File: config.mk
export PLATFORM = sky130hd
export DESIGN_NAME = pbf_port
export DESIGN_NICKNAME = d
export VERILOG_FILES = /design/src/pbf_pkg.sv /design/src/pbf_port.sv /design/src/pbf_mem.sv
export SDC_FILE = /design/constraint.sdc
export NUM_CORES = 1
export LEC_CHECK = 0
export BUFFER_PORTS_ARGS = -buffer_cell sky130_fd_sc_hd__buf_2
export CAP_MARGIN = 20
export CORE_ASPECT_RATIO = 0.5
export CORE_MARGIN = 2
export CORE_UTILIZATION = 40
export DETAILED_ROUTE_END_ITERATION = 7
export HOLD_SLACK_MARGIN = 0.15
export PLACE_DENSITY = 0.52
export SLEW_MARGIN = 20
export SYNTH_ARGS = -nofsm -noshare
export SYNTH_HDL_FRONTEND = slang
export SYNTH_SLANG_ARGS = --single-unit
File: constraint.sdc
create_clock -name clk_sys_in -period 5.3 [get_ports clk_sys_in]
set_input_delay 0 -clock clk_sys_in [delete_from_list [all_inputs] [get_ports clk_sys_in]]
set_output_delay 0 -clock clk_sys_in [all_outputs]
set_load 0.05 [all_outputs]
File: src/pbf_pkg.sv
// constants and types shared by the parallel byte fifo port
// Notes on behaviour
// - receive flag high means nothing to read
// - receive flag low means a byte waits
// - transmit flag high means buffer cannot accept
// - drive data bus only while read low
// - read falling edge advances receive buffer
// - write falling edge captures bus byte
// - asynchronous bus enable follows read strobe
// - read rising raises receive flag
// - write falling raises transmit flag in asynchronous mode
// - receive flag high 100 ns after read
// - transmit flag high 100 ns after write
// - synchronous mode adds enable input, clock output
// - no synchronous mode on small package
// - synchronous bursts keep flags low while possible
package pbf_pkg;
  localparam int unsigned PBF_DATA_W        = 8;
  localparam int unsigned PBF_DEPTH         = 16;
  localparam int unsigned PBF_CLK_PERIOD_NS = 5;
  localparam int unsigned PBF_FLAG_HOLD_NS  = 100;
  localparam int unsigned PBF_FLAG_HOLD_CYC = (PBF_FLAG_HOLD_NS + PBF_CLK_PERIOD_NS - 1) / PBF_CLK_PERIOD_NS;
  localparam int unsigned PBF_HOLD_W        = 8;
  localparam logic        PBF_FLAG_RST      = 1'b1;
  localparam logic        PBF_OE_N_RST      = 1'b1;

  typedef enum logic [1:0] {
    PBF_FL_READY,
    PBF_FL_STROBE,
    PBF_FL_HOLD
  } pbf_flag_state_t;

  typedef struct packed {
    logic                  rd_n;
    logic                  wr_n;
    logic                  oe_n;
    logic [PBF_DATA_W-1:0] data;
  } pbf_host_in_t;
endpackage

File: src/pbf_port.sv
// device side of the parallel byte fifo host port
`timescale 1ns/100ps
module pbf_port
  import pbf_pkg::*;
#(
  parameter int unsigned DATA_W = pbf_pkg::PBF_DATA_W,
  parameter int unsigned DEPTH  = pbf_pkg::PBF_DEPTH
) (
  input  wire logic                clk_sys_in,
  input  wire logic                reset_in,
  input  wire logic                sync_req_in,
  input  wire logic                pkg32_in,
  input  wire pbf_pkg::pbf_host_in_t host_in,
  output logic       [DATA_W-1:0]  host_data_out,
  output logic                     host_data_oe_n_out,
  output logic                     rxf_n_out,
  output logic                     txe_n_out,
  output logic                     clkout_out,
  input  wire logic                rx_push_in,
  input  wire logic  [DATA_W-1:0]  rx_push_data_in,
  output logic                     rx_space_out,
  input  wire logic                tx_pop_in,
  output logic       [DATA_W-1:0]  tx_data_out,
  output logic                     tx_valid_out,
  output logic                     tx_avail_out
);
  import pbf_pkg::*;

  localparam int unsigned AW = (DEPTH > 1) ? $clog2(DEPTH) : 1;
  localparam int unsigned CW = AW + 1;
  localparam logic [CW-1:0] FULL_CNT = CW'(DEPTH);
  localparam logic [PBF_HOLD_W-1:0] HOLD_LOAD = PBF_HOLD_W'(PBF_FLAG_HOLD_CYC - 1);
  localparam logic [PBF_HOLD_W-1:0] HOLD_SAT = '1;

  if (DATA_W != PBF_DATA_W || DEPTH < 2 || (1 << AW) != DEPTH || PBF_FLAG_HOLD_CYC > 255) begin : g_bad
    $error("pbf_port: width must be 8 and depth a power of two");
  end

  function automatic logic [AW-1:0] ptr_inc(input logic [AW-1:0] p);
    return p + 1'b1;
  endfunction

  function automatic logic [CW-1:0] cnt_next(input logic [CW-1:0] c, input logic push, input logic pop);
    unique case ({push, pop})
      2'b10:   return c + 1'b1;
      2'b01:   return c - 1'b1;
      default: return c;
    endcase
  endfunction

  logic            sync_reg;
  logic            rd_n_prev_reg;
  logic            wr_n_prev_reg;
  logic [AW-1:0]   rx_wptr_reg;
  logic [AW-1:0]   rx_rptr_reg;
  logic [CW-1:0]   rx_count_reg;
  logic [AW-1:0]   tx_wptr_reg;
  logic [AW-1:0]   tx_rptr_reg;
  logic [CW-1:0]   tx_count_reg;
  pbf_flag_state_t rx_st_reg;
  pbf_flag_state_t tx_st_reg;
  logic [PBF_HOLD_W-1:0] rx_hold_reg;
  logic [PBF_HOLD_W-1:0] tx_hold_reg;

  logic          async_rd_fall;
  logic          async_rd_rise;
  logic          async_wr_fall;
  logic          async_wr_rise;
  logic          sync_tick;
  logic          rd_req;
  logic          wr_req;
  logic          rx_pop;
  logic          rx_push;
  logic          tx_push;
  logic          tx_pop;
  logic [CW-1:0] rx_count_next;
  logic [CW-1:0] tx_count_next;

  // strobe edges, asynchronous mode only
  assign async_rd_fall = ~sync_reg & rd_n_prev_reg & ~host_in.rd_n;
  assign async_rd_rise = ~sync_reg & ~rd_n_prev_reg & host_in.rd_n;
  assign async_wr_fall = ~sync_reg & wr_n_prev_reg & ~host_in.wr_n;
  assign async_wr_rise = ~sync_reg & ~wr_n_prev_reg & host_in.wr_n;
  // synchronous transfers happen at each rising clkout
  assign sync_tick     = sync_reg & ~clkout_out;
  assign rd_req        = async_rd_fall | (sync_tick & ~host_in.rd_n);
  assign wr_req        = async_wr_fall | (sync_tick & ~host_in.wr_n);
  assign rx_pop        = rd_req & (rx_count_reg != '0);
  assign tx_push       = wr_req & (tx_count_reg != FULL_CNT);
  assign rx_push       = rx_push_in & (rx_count_reg != FULL_CNT);
  assign tx_pop        = tx_pop_in & (tx_count_reg != '0);
  assign rx_count_next = cnt_next(rx_count_reg, rx_push, rx_pop);
  assign tx_count_next = cnt_next(tx_count_reg, tx_push, tx_pop);

  always_ff @(posedge clk_sys_in) begin
    if (reset_in) begin
      sync_reg   <= 1'b0;
      clkout_out <= 1'b0;
    end else begin
      sync_reg   <= sync_req_in & ~pkg32_in;
      clkout_out <= sync_reg & ~clkout_out;
    end
  end

  always_ff @(posedge clk_sys_in) begin
    if (reset_in) begin
      rd_n_prev_reg      <= 1'b1;
      wr_n_prev_reg      <= 1'b1;
      host_data_oe_n_out <= PBF_OE_N_RST;
    end else begin
      rd_n_prev_reg      <= host_in.rd_n;
      wr_n_prev_reg      <= host_in.wr_n;
      host_data_oe_n_out <= sync_reg ? host_in.oe_n : host_in.rd_n;
    end
  end

  always_ff @(posedge clk_sys_in) begin
    if (reset_in) begin
      rx_wptr_reg  <= '0;
      rx_rptr_reg  <= '0;
      rx_count_reg <= '0;
      rx_space_out <= 1'b0;
    end else begin
      if (rx_push) begin
        rx_wptr_reg <= ptr_inc(rx_wptr_reg);
      end
      if (rx_pop) begin
        rx_rptr_reg <= ptr_inc(rx_rptr_reg);
      end
      rx_count_reg <= rx_count_next;
      rx_space_out <= rx_count_next != FULL_CNT;
    end
  end

  always_ff @(posedge clk_sys_in) begin
    if (reset_in) begin
      tx_wptr_reg  <= '0;
      tx_rptr_reg  <= '0;
      tx_count_reg <= '0;
      tx_valid_out <= 1'b0;
      tx_avail_out <= 1'b0;
    end else begin
      if (tx_push) begin
        tx_wptr_reg <= ptr_inc(tx_wptr_reg);
      end
      if (tx_pop) begin
        tx_rptr_reg <= ptr_inc(tx_rptr_reg);
      end
      tx_count_reg <= tx_count_next;
      tx_valid_out <= tx_pop;
      tx_avail_out <= tx_count_next != '0;
    end
  end

  // receive flag: unchanged during strobe, high for the hold after it
  always_ff @(posedge clk_sys_in) begin
    if (reset_in) begin
      rx_st_reg   <= PBF_FL_READY;
      rx_hold_reg <= '0;
      rxf_n_out   <= PBF_FLAG_RST;
    end else if (sync_reg) begin
      rx_st_reg <= PBF_FL_READY;
      rxf_n_out <= rx_count_next == '0;
    end else begin
      unique case (rx_st_reg)
        PBF_FL_READY: begin
          if (async_rd_fall) begin
            rx_st_reg <= PBF_FL_STROBE;
          end else begin
            rxf_n_out <= rx_count_next == '0;
          end
        end
        PBF_FL_STROBE: begin
          if (async_rd_rise) begin
            rx_st_reg   <= PBF_FL_HOLD;
            rx_hold_reg <= HOLD_LOAD;
            rxf_n_out   <= 1'b1;
          end
        end
        PBF_FL_HOLD: begin
          rxf_n_out <= 1'b1;
          if (rx_hold_reg == '0) begin
            rx_st_reg <= PBF_FL_READY;
          end else begin
            rx_hold_reg <= rx_hold_reg - 1'b1;
          end
        end
        default: rx_st_reg <= PBF_FL_READY;
      endcase
    end
  end

  // transmit flag: forced high by every asynchronous write strobe
  always_ff @(posedge clk_sys_in) begin
    if (reset_in) begin
      tx_st_reg   <= PBF_FL_READY;
      tx_hold_reg <= '0;
      txe_n_out   <= PBF_FLAG_RST;
    end else if (sync_reg) begin
      tx_st_reg <= PBF_FL_READY;
      txe_n_out <= tx_count_next == FULL_CNT;
    end else begin
      unique case (tx_st_reg)
        PBF_FL_READY: begin
          if (async_wr_fall) begin
            tx_st_reg <= PBF_FL_STROBE;
            txe_n_out <= 1'b1;
          end else begin
            txe_n_out <= tx_count_next == FULL_CNT;
          end
        end
        PBF_FL_STROBE: begin
          txe_n_out <= 1'b1;
          if (async_wr_rise) begin
            tx_st_reg   <= PBF_FL_HOLD;
            tx_hold_reg <= HOLD_LOAD;
          end
        end
        PBF_FL_HOLD: begin
          txe_n_out <= 1'b1;
          if (tx_hold_reg == '0) begin
            tx_st_reg <= PBF_FL_READY;
          end else begin
            tx_hold_reg <= tx_hold_reg - 1'b1;
          end
        end
        default: tx_st_reg <= PBF_FL_READY;
      endcase
    end
  end

  pbf_mem #(.WIDTH(DATA_W), .DEPTH(DEPTH), .AW(AW)) u_rx_mem (
    .clk_sys_in  (clk_sys_in),
    .reset_in    (reset_in),
    .wr_en_in    (rx_push),
    .wr_addr_in  (rx_wptr_reg),
    .wr_data_in  (rx_push_data_in),
    .rd_en_in    (rx_pop),
    .rd_addr_in  (rx_rptr_reg),
    .rd_data_out (host_data_out)
  );

  pbf_mem #(.WIDTH(DATA_W), .DEPTH(DEPTH), .AW(AW)) u_tx_mem (
    .clk_sys_in  (clk_sys_in),
    .reset_in    (reset_in),
    .wr_en_in    (tx_push),
    .wr_addr_in  (tx_wptr_reg),
    .wr_data_in  (host_in.data),
    .rd_en_in    (tx_pop),
    .rd_addr_in  (tx_rptr_reg),
    .rd_data_out (tx_data_out)
  );

  // cycles since the last strobe release, for the hold checks
  logic [PBF_HOLD_W-1:0] rx_since_reg;
  logic [PBF_HOLD_W-1:0] tx_since_reg;
  always_ff @(posedge clk_sys_in) begin
    if (reset_in) begin
      rx_since_reg <= HOLD_SAT;
      tx_since_reg <= HOLD_SAT;
    end else begin
      rx_since_reg <= async_rd_rise ? '0 : (rx_since_reg == HOLD_SAT ? HOLD_SAT : rx_since_reg + 1'b1);
      tx_since_reg <= async_wr_rise ? '0 : (tx_since_reg == HOLD_SAT ? HOLD_SAT : tx_since_reg + 1'b1);
    end
  end
endmodule

File: src/pbf_mem.sv
// small buffer memory with registered read data
`timescale 1ns/100ps
module pbf_mem #(
  parameter int unsigned WIDTH = 8,
  parameter int unsigned DEPTH = 16,
  parameter int unsigned AW    = 4
) (
  input  wire logic             clk_sys_in,
  input  wire logic             reset_in,
  input  wire logic             wr_en_in,
  input  wire logic [AW-1:0]    wr_addr_in,
  input  wire logic [WIDTH-1:0] wr_data_in,
  input  wire logic             rd_en_in,
  input  wire logic [AW-1:0]    rd_addr_in,
  output logic      [WIDTH-1:0] rd_data_out
);
  logic [WIDTH-1:0] mem_reg [DEPTH];

  always_ff @(posedge clk_sys_in) begin
    if (wr_en_in) begin
      mem_reg[wr_addr_in] <= wr_data_in;
    end
  end

  always_ff @(posedge clk_sys_in) begin
    if (reset_in) begin
      rd_data_out <= '0;
    end else if (rd_en_in) begin
      rd_data_out <= mem_reg[rd_addr_in];
    end
  end
endmodule

## After elaboration in Yosys (flattened, before gate mapping)

Memory sizes are Yosys's and may differ from the RTL's. A register that Yosys moved wholly into a read port is not among the register bits.
Cells that the tools add are included.

- Bits in registers: 56
- Bits in latches: 0
- Memory bits (writable): 256
- Bits in read-only memories: 0
- Memories: 2

- $add $sub $neg: 10
- Multipliers: 0
- Divide/modulo/power cells: 0
- Order comparisons: 0
- Equality and inequality tests: 22
- Shift-type cells: 0
- Multiplexer cells: 28
- Bitwise gates (word level): 25
- Reductions and logical operators: 19

Memory list:

| memory | words | width | rd ports | clocked after Yosys merged registers in | write ports | RTL line | text |
|---|---|---|---|---|---|---|---|
| u_rx_mem.mem_reg | 16 | 8 | 1 | 1 | 1 | pbf_mem.sv:17 | `logic [WIDTH-1:0] mem_reg [DEPTH];` |
| u_tx_mem.mem_reg | 16 | 8 | 1 | 1 | 1 | pbf_mem.sv:17 |  |

Operators by type and width:

| operator | count |
|---|---|
| two-way mux 8 bit | 4 |
| one-hot mux 8 bit (2 select lines) | 2 |
| one-hot mux 5 bit (2 select lines) | 2 |
| adder 4 x 1 -> 4 bit (second input constant) | 4 |
| bitwise AND 1 bit | 16 |
| logical NOT 8 bit | 2 |
| != test 2 bit (second input constant) | 8 |
| subtractor 8 x 1 -> 8 bit (second input constant) | 2 |
| != test 5 bit (second input constant) | 3 |
| nonzero test 5 bit | 3 |
| two-way mux 2 bit | 6 |
| one-hot mux 2 bit (3 select lines) | 2 |
| adder 5 x 1 -> 5 bit (second input constant) | 2 |
| two-way mux 1 bit | 10 |
| subtractor 5 x 1 -> 5 bit (second input constant) | 2 |
| AND reduction 3 bit | 3 |
| == test 2 x 1 -> 1 bit (second input constant) | 4 |
| == test 2 bit (second input constant) | 4 |
| AND reduction 4 bit | 2 |
| NOT 1 bit | 7 |
| != test 3 bit (second input constant) | 2 |
| == test 5 bit (second input constant) | 1 |
| logical NOT 5 bit | 1 |
| logical NOT 2 bit | 2 |
| other kinds (7) | 10 |

## Longest topological paths before layout

- Depth after elaboration: 11
- Depth in mapped cells: 12

## Cells and area by module

From an unflattened synthesis, not the netlist that was laid out.

- Cells, all modules: 991
- Area, all modules: 13808.2 um^2

Modules (own cells, without submodules):

| module | instances | cells an instance | area each (um^2) | sequential area each (um^2) |
|---|---|---|---|---|
| pbf_mem | 2 | 316 | 5343.9 | 4003.8 |
| pbf_port | 1 | 359 | 3120.5 | 1121.1 |

## Least setup slack after synthesis

OpenSTA, ideal clock, no wires.

- Path kind: reg-to-reg
- From: register tx_count_reg[2]
- To: register tx_avail_out
- Arrival time: 2.843 ns
- Required time: 5.219 ns
- Slack: 2.376 ns
- Cell stages (with the launch flop): 12
- Path buffers: 3
- Cells stage by stage: dfxtp_1 > clkbuf_1 > or4_4 > o21ai_2 > inv_1 > clkbuf_1 > ha_1 > clkbuf_1 > nor4_1 > nor3_1 > or2_2 > a41oi_1

- Word-level cells in the longest chain between the ends: 5
- Elaborated cells on any way between the ends: 10
- Classes of those cells: 2 x add/sub; 3 x eq/ne; 1 x mux; 2 x bitwise; 2 x reduce/logical

RTL lines:

| item | RTL line | text |
|---|---|---|
| from (decl) | pbf_port.sv:59 | `logic [CW-1:0] tx_count_reg;` |
| from (signal assigned) | pbf_port.sv:149 | `tx_count_reg <= tx_count_next;` |
| != test 5 bit or nonzero test 5 bit (tied branches) | pbf_port.sv:89, pbf_port.sv:91 |  |
| bitwise AND 1 bit (on tied branches) | pbf_port.sv:89, pbf_port.sv:91 |  |
| == test 2 x 1 -> 1 bit or == test 2 bit (tied branches) | pbf_port.sv:44 | `unique case ({push, pop})` |
| one-hot mux 5 bit (2 select lines) * | pbf_port.sv:44 |  |
| nonzero test 5 bit * | pbf_port.sv:151 | `tx_avail_out <= tx_count_next != '0;` |
| to (signal assigned) | pbf_port.sv:141 | `tx_avail_out <= 1'b0;` |
| to (signal assigned) | pbf_port.sv:151 |  |
| to (decl) | pbf_port.sv:25 | `output logic tx_avail_out` |

Every way passes the cells marked *; elsewhere a longest branch is shown, timed or not.
A chain may end at the register's enable or synchronous reset.

## Worst setup path in the final report

- From: register tx_count_reg[1]
- To: register tx_avail_out

Same word-level chain as after synthesis.

==> flow_summary.json <==
{
  "die_w_um": 263,
  "p_per_area_nw_per_um2": 457,
  "boundaryPins": 48,
  "clk_latency_ns": 0.56,
  "synth_xor_area_frac": 0.0246,
  "finalSetupTns_ns": 0,
  "fin_area_um2": 15300,
  "clkTransAtPathRegs_ns": 0.07,
  "worst_clock_skew_ns": 0.00800,
  "async_flop_share": 0,
  "critPathKind": "reg2reg",
  "h-tree-depth": 1,
  "worst_ep_required_time_ns": 5.77,
  "dpl_cell_area_um2": 14100,
  "core-area_um2": 33000,
  "synthSimpleGateAreaFrac": 0.0712,
  "vias": 6986,
  "grt_max_degree": 64,
  "startpoint_type": "register",
  "vdd_drop_max_mv": 0.260,
  "diodes": 0,
  "max_freq_mhz": 272,
  "arrival_ns": 4.15,
  "totalPowerFinal_mw": 7.01,
  "timing.final.crit_period_ns": 3.68,
  "hold_viol": 0,
  "ys_warn_count": 0,
  "rows": 47,
  "setup-violations-final": 0,
  "synth_compound_area_frac": 0.0391,
  "cts_made_buffers": 30,
  "die_y_um": 133,
  "wl_per_cell_um": 19.4,
  "slowest_stage": "o21ai_2",
  "cts_root_buffer": "clkbuf_16",
  "p_leak_nw": 5.06,
  "drive_gt1_frac": 0.219,
  "cp_slowest_stage_delay_ns": 0.64,
  "start_util": 0.406,
  "synth_edf_count": 256,
  "drc": 0,
  "slew_violations": 0,
  "layout_commonest_cell": "edfxtp_1",
  "crit_fanout": 16,
  "final_cell_mix": "256 x edfxtp_1, 80 x mux4_2, 79 x nor2_1",
  "outcome": "complete, no violations",
  "drt_first_iter_violations": 388,
  "rsz0062_at_grt": "false",
  "hp-class": "in2reg",
  "fin_nets": 946,
  "dieArea_um2": 35000,
  "area_growth_pct": 14.4,
  "slew_headroom": 0.324,
  "synthesis.instances": 825,
  "antenna_found_initial": 0,
  "synth_fa_ha_area_frac": 0.0224,
  "first_global_vias": 7130,
  "post_synth_num_cell_types": 56,
  "routed_wl_um": 26400,
  "worstPathCellList": "or4_4, o21ai_2, inv_1, ha_1, nor4_1, nor3_1, or2_2, a41oi_1",
  "fin_crit_sh": 0.694,
  "cts_setup_buffers": 0,
  "grt_pass1_wl_um": 41900,
  "reg2reg_depth": 8,
  "synthesis.area_um2": 13400,
  "end_kind": "register",
  "clock_path_buffers": 3,
  "globalplace.congestion": 0.729,
  "place_hpwl_um": 17300,
  "port_buffers": 47,
  "maxCapViolations": 0,
  "drtAntennaViolNets": 0,
  "cts_tree": "yes",
  "grt_overflow_total": 0,
  "routed_via_density": 5.13,
  "syn_nets": 874,
  "worst_pin_slew_ns": 1.01,
  "hold_buffers": 25,
  "ys.flop_type": "edfxtp_1",
  "synthMuxAreaShare": 0.141,
  "post_cts_resized": 0,
  "synth_seq_cells": 328,
  "drtPass1Iterations": 4,
  "clock_sinks": 328,
  "syn_area_per_cell_um2": 16.2,
  "yosysSeqAreaShare": 0.682,
  "grt_usage": 0.155,
  "synth_top_family_by_area": "multiplexers",
  "hold_depth": 3
}
[metrics by stage]
step           hold WS (ns)   util  worst slack, ns  instances
3_5_place_dp          0.206  0.427             1.63       1281
4_1_cts               0.218  0.464             1.60       1362
6_report              0.248  0.464             1.62       1362
5_1_grt               0.246  0.464             1.21       1362
2_1_floorplan        0.0761      -             2.38        825
3_3_place_gp          0.204  0.427             1.73       1281
[critical path: cells and delay by family (launching register included)]
family / cells / cell delay, ns
AND/OR/NAND/NOR: 4 / 1.37
AO/OA/AOI/OAI: 2 / 0.85
adder cells (fa/ha/maj): 1 / 0.52
buffers and inverters: 1 / 0.47
flip-flops: 1 / 0.37
[per-layer routing]
layer / up-vias / global-route usage / wire (µm)
li1: 3315 / - / -
met1: 3498 / 0.209 / 11700
met2: 142 / 0.267 / 13000
met3: 31 / 0.0296 / 1270
met4: 0 / 0.0281 / 399
met5: - / 0 / 0
[path summary, 6_finish.rpt]
kind,slack [ns],endpoint,start
max,1.62,tx_avail_out,tx_count_reg[1]
min,0.25,wr_n_prev_reg,host_in[9]
max reg2reg,1.62,tx_avail_out,tx_count_reg[1]
min reg2reg,0.46,u_rx_mem.rd_data_out[7],u_rx_mem.rd_data_out[7]
[where the power goes]
| part | internal [mW] | switching, mW | leakage (nW) | total [mW] |
|---|---|---|---|---|
| sequential | 2.95 | 0.180 | 2.90 | 3.13 |
| clock | 1.22 | 0.939 | 0.468 | 2.16 |
| combinational | 0.780 | 0.945 | 1.69 | 1.73 |
[cells by family (layout without fill, tap and decap cells)]
kind of cell    count (synthesis)  in the layout
mux                            88             88
buf+inv                        69            165
flops                         328            328
simple gates                  204            204
fa+ha+maj                      24             24
compound gates                 76             76
xor+xnor                       36             36
[area by class of cell]
cell class | count | area [µm²]
fillers | 2871 | 17700
flip-flops and latches | 328 | 9130
multi-input cells | 428 | 4000
clock buffers | 39 | 806
repair buffers | 85 | 583
well taps | 441 | 552
clock inverters | 17 | 164
inverters | 24 | 90.1
[cells in the mapped netlist (2+ instances only)]
| cell | number | area share |
|---|---|---|
| mux2i_1 | 6 | 0.0045 |
| mux2_2 | 2 | 0.0017 |
| nand2b_1 | 15 | 0.0070 |
| and3_1 | 2 | 0.00093 |
| or4_1 | 3 | 0.0017 |
| a211oi_1 | 4 | 0.0022 |
| nand4_1 | 4 | 0.0019 |
| ha_1 | 24 | 0.022 |
| buf_2 | 9 | 0.0034 |
| nor3_1 | 14 | 0.0052 |
| dfxtp_1 | 72 | 0.11 |
| nand2_1 | 55 | 0.015 |
| clkbuf_1 | 29 | 0.0081 |
| inv_1 | 23 | 0.0064 |
| mux4_2 | 80 | 0.13 |
| a21oi_1 | 34 | 0.013 |
| nor4_1 | 7 | 0.0033 |
| and4_1 | 2 | 0.0013 |
| or3_1 | 8 | 0.0037 |
| a311oi_1 | 3 | 0.0020 |
| o21ai_0 | 5 | 0.0019 |
| a31oi_1 | 3 | 0.0014 |
| xnor2_1 | 19 | 0.012 |
| xor2_1 | 16 | 0.010 |
| o31ai_1 | 2 | 0.0011 |
| or2_2 | 3 | 0.0014 |
| buf_1 | 7 | 0.0020 |
| o41ai_2 | 2 | 0.0024 |
| o21a_1 | 5 | 0.0028 |
| a221oi_1 | 2 | 0.0013 |
| nor3b_1 | 5 | 0.0028 |
| a21boi_0 | 3 | 0.0017 |
| nor2_1 | 79 | 0.022 |
| edfxtp_1 | 256 | 0.57 |
No activity file was read; power rests on OpenSTA's default activity.
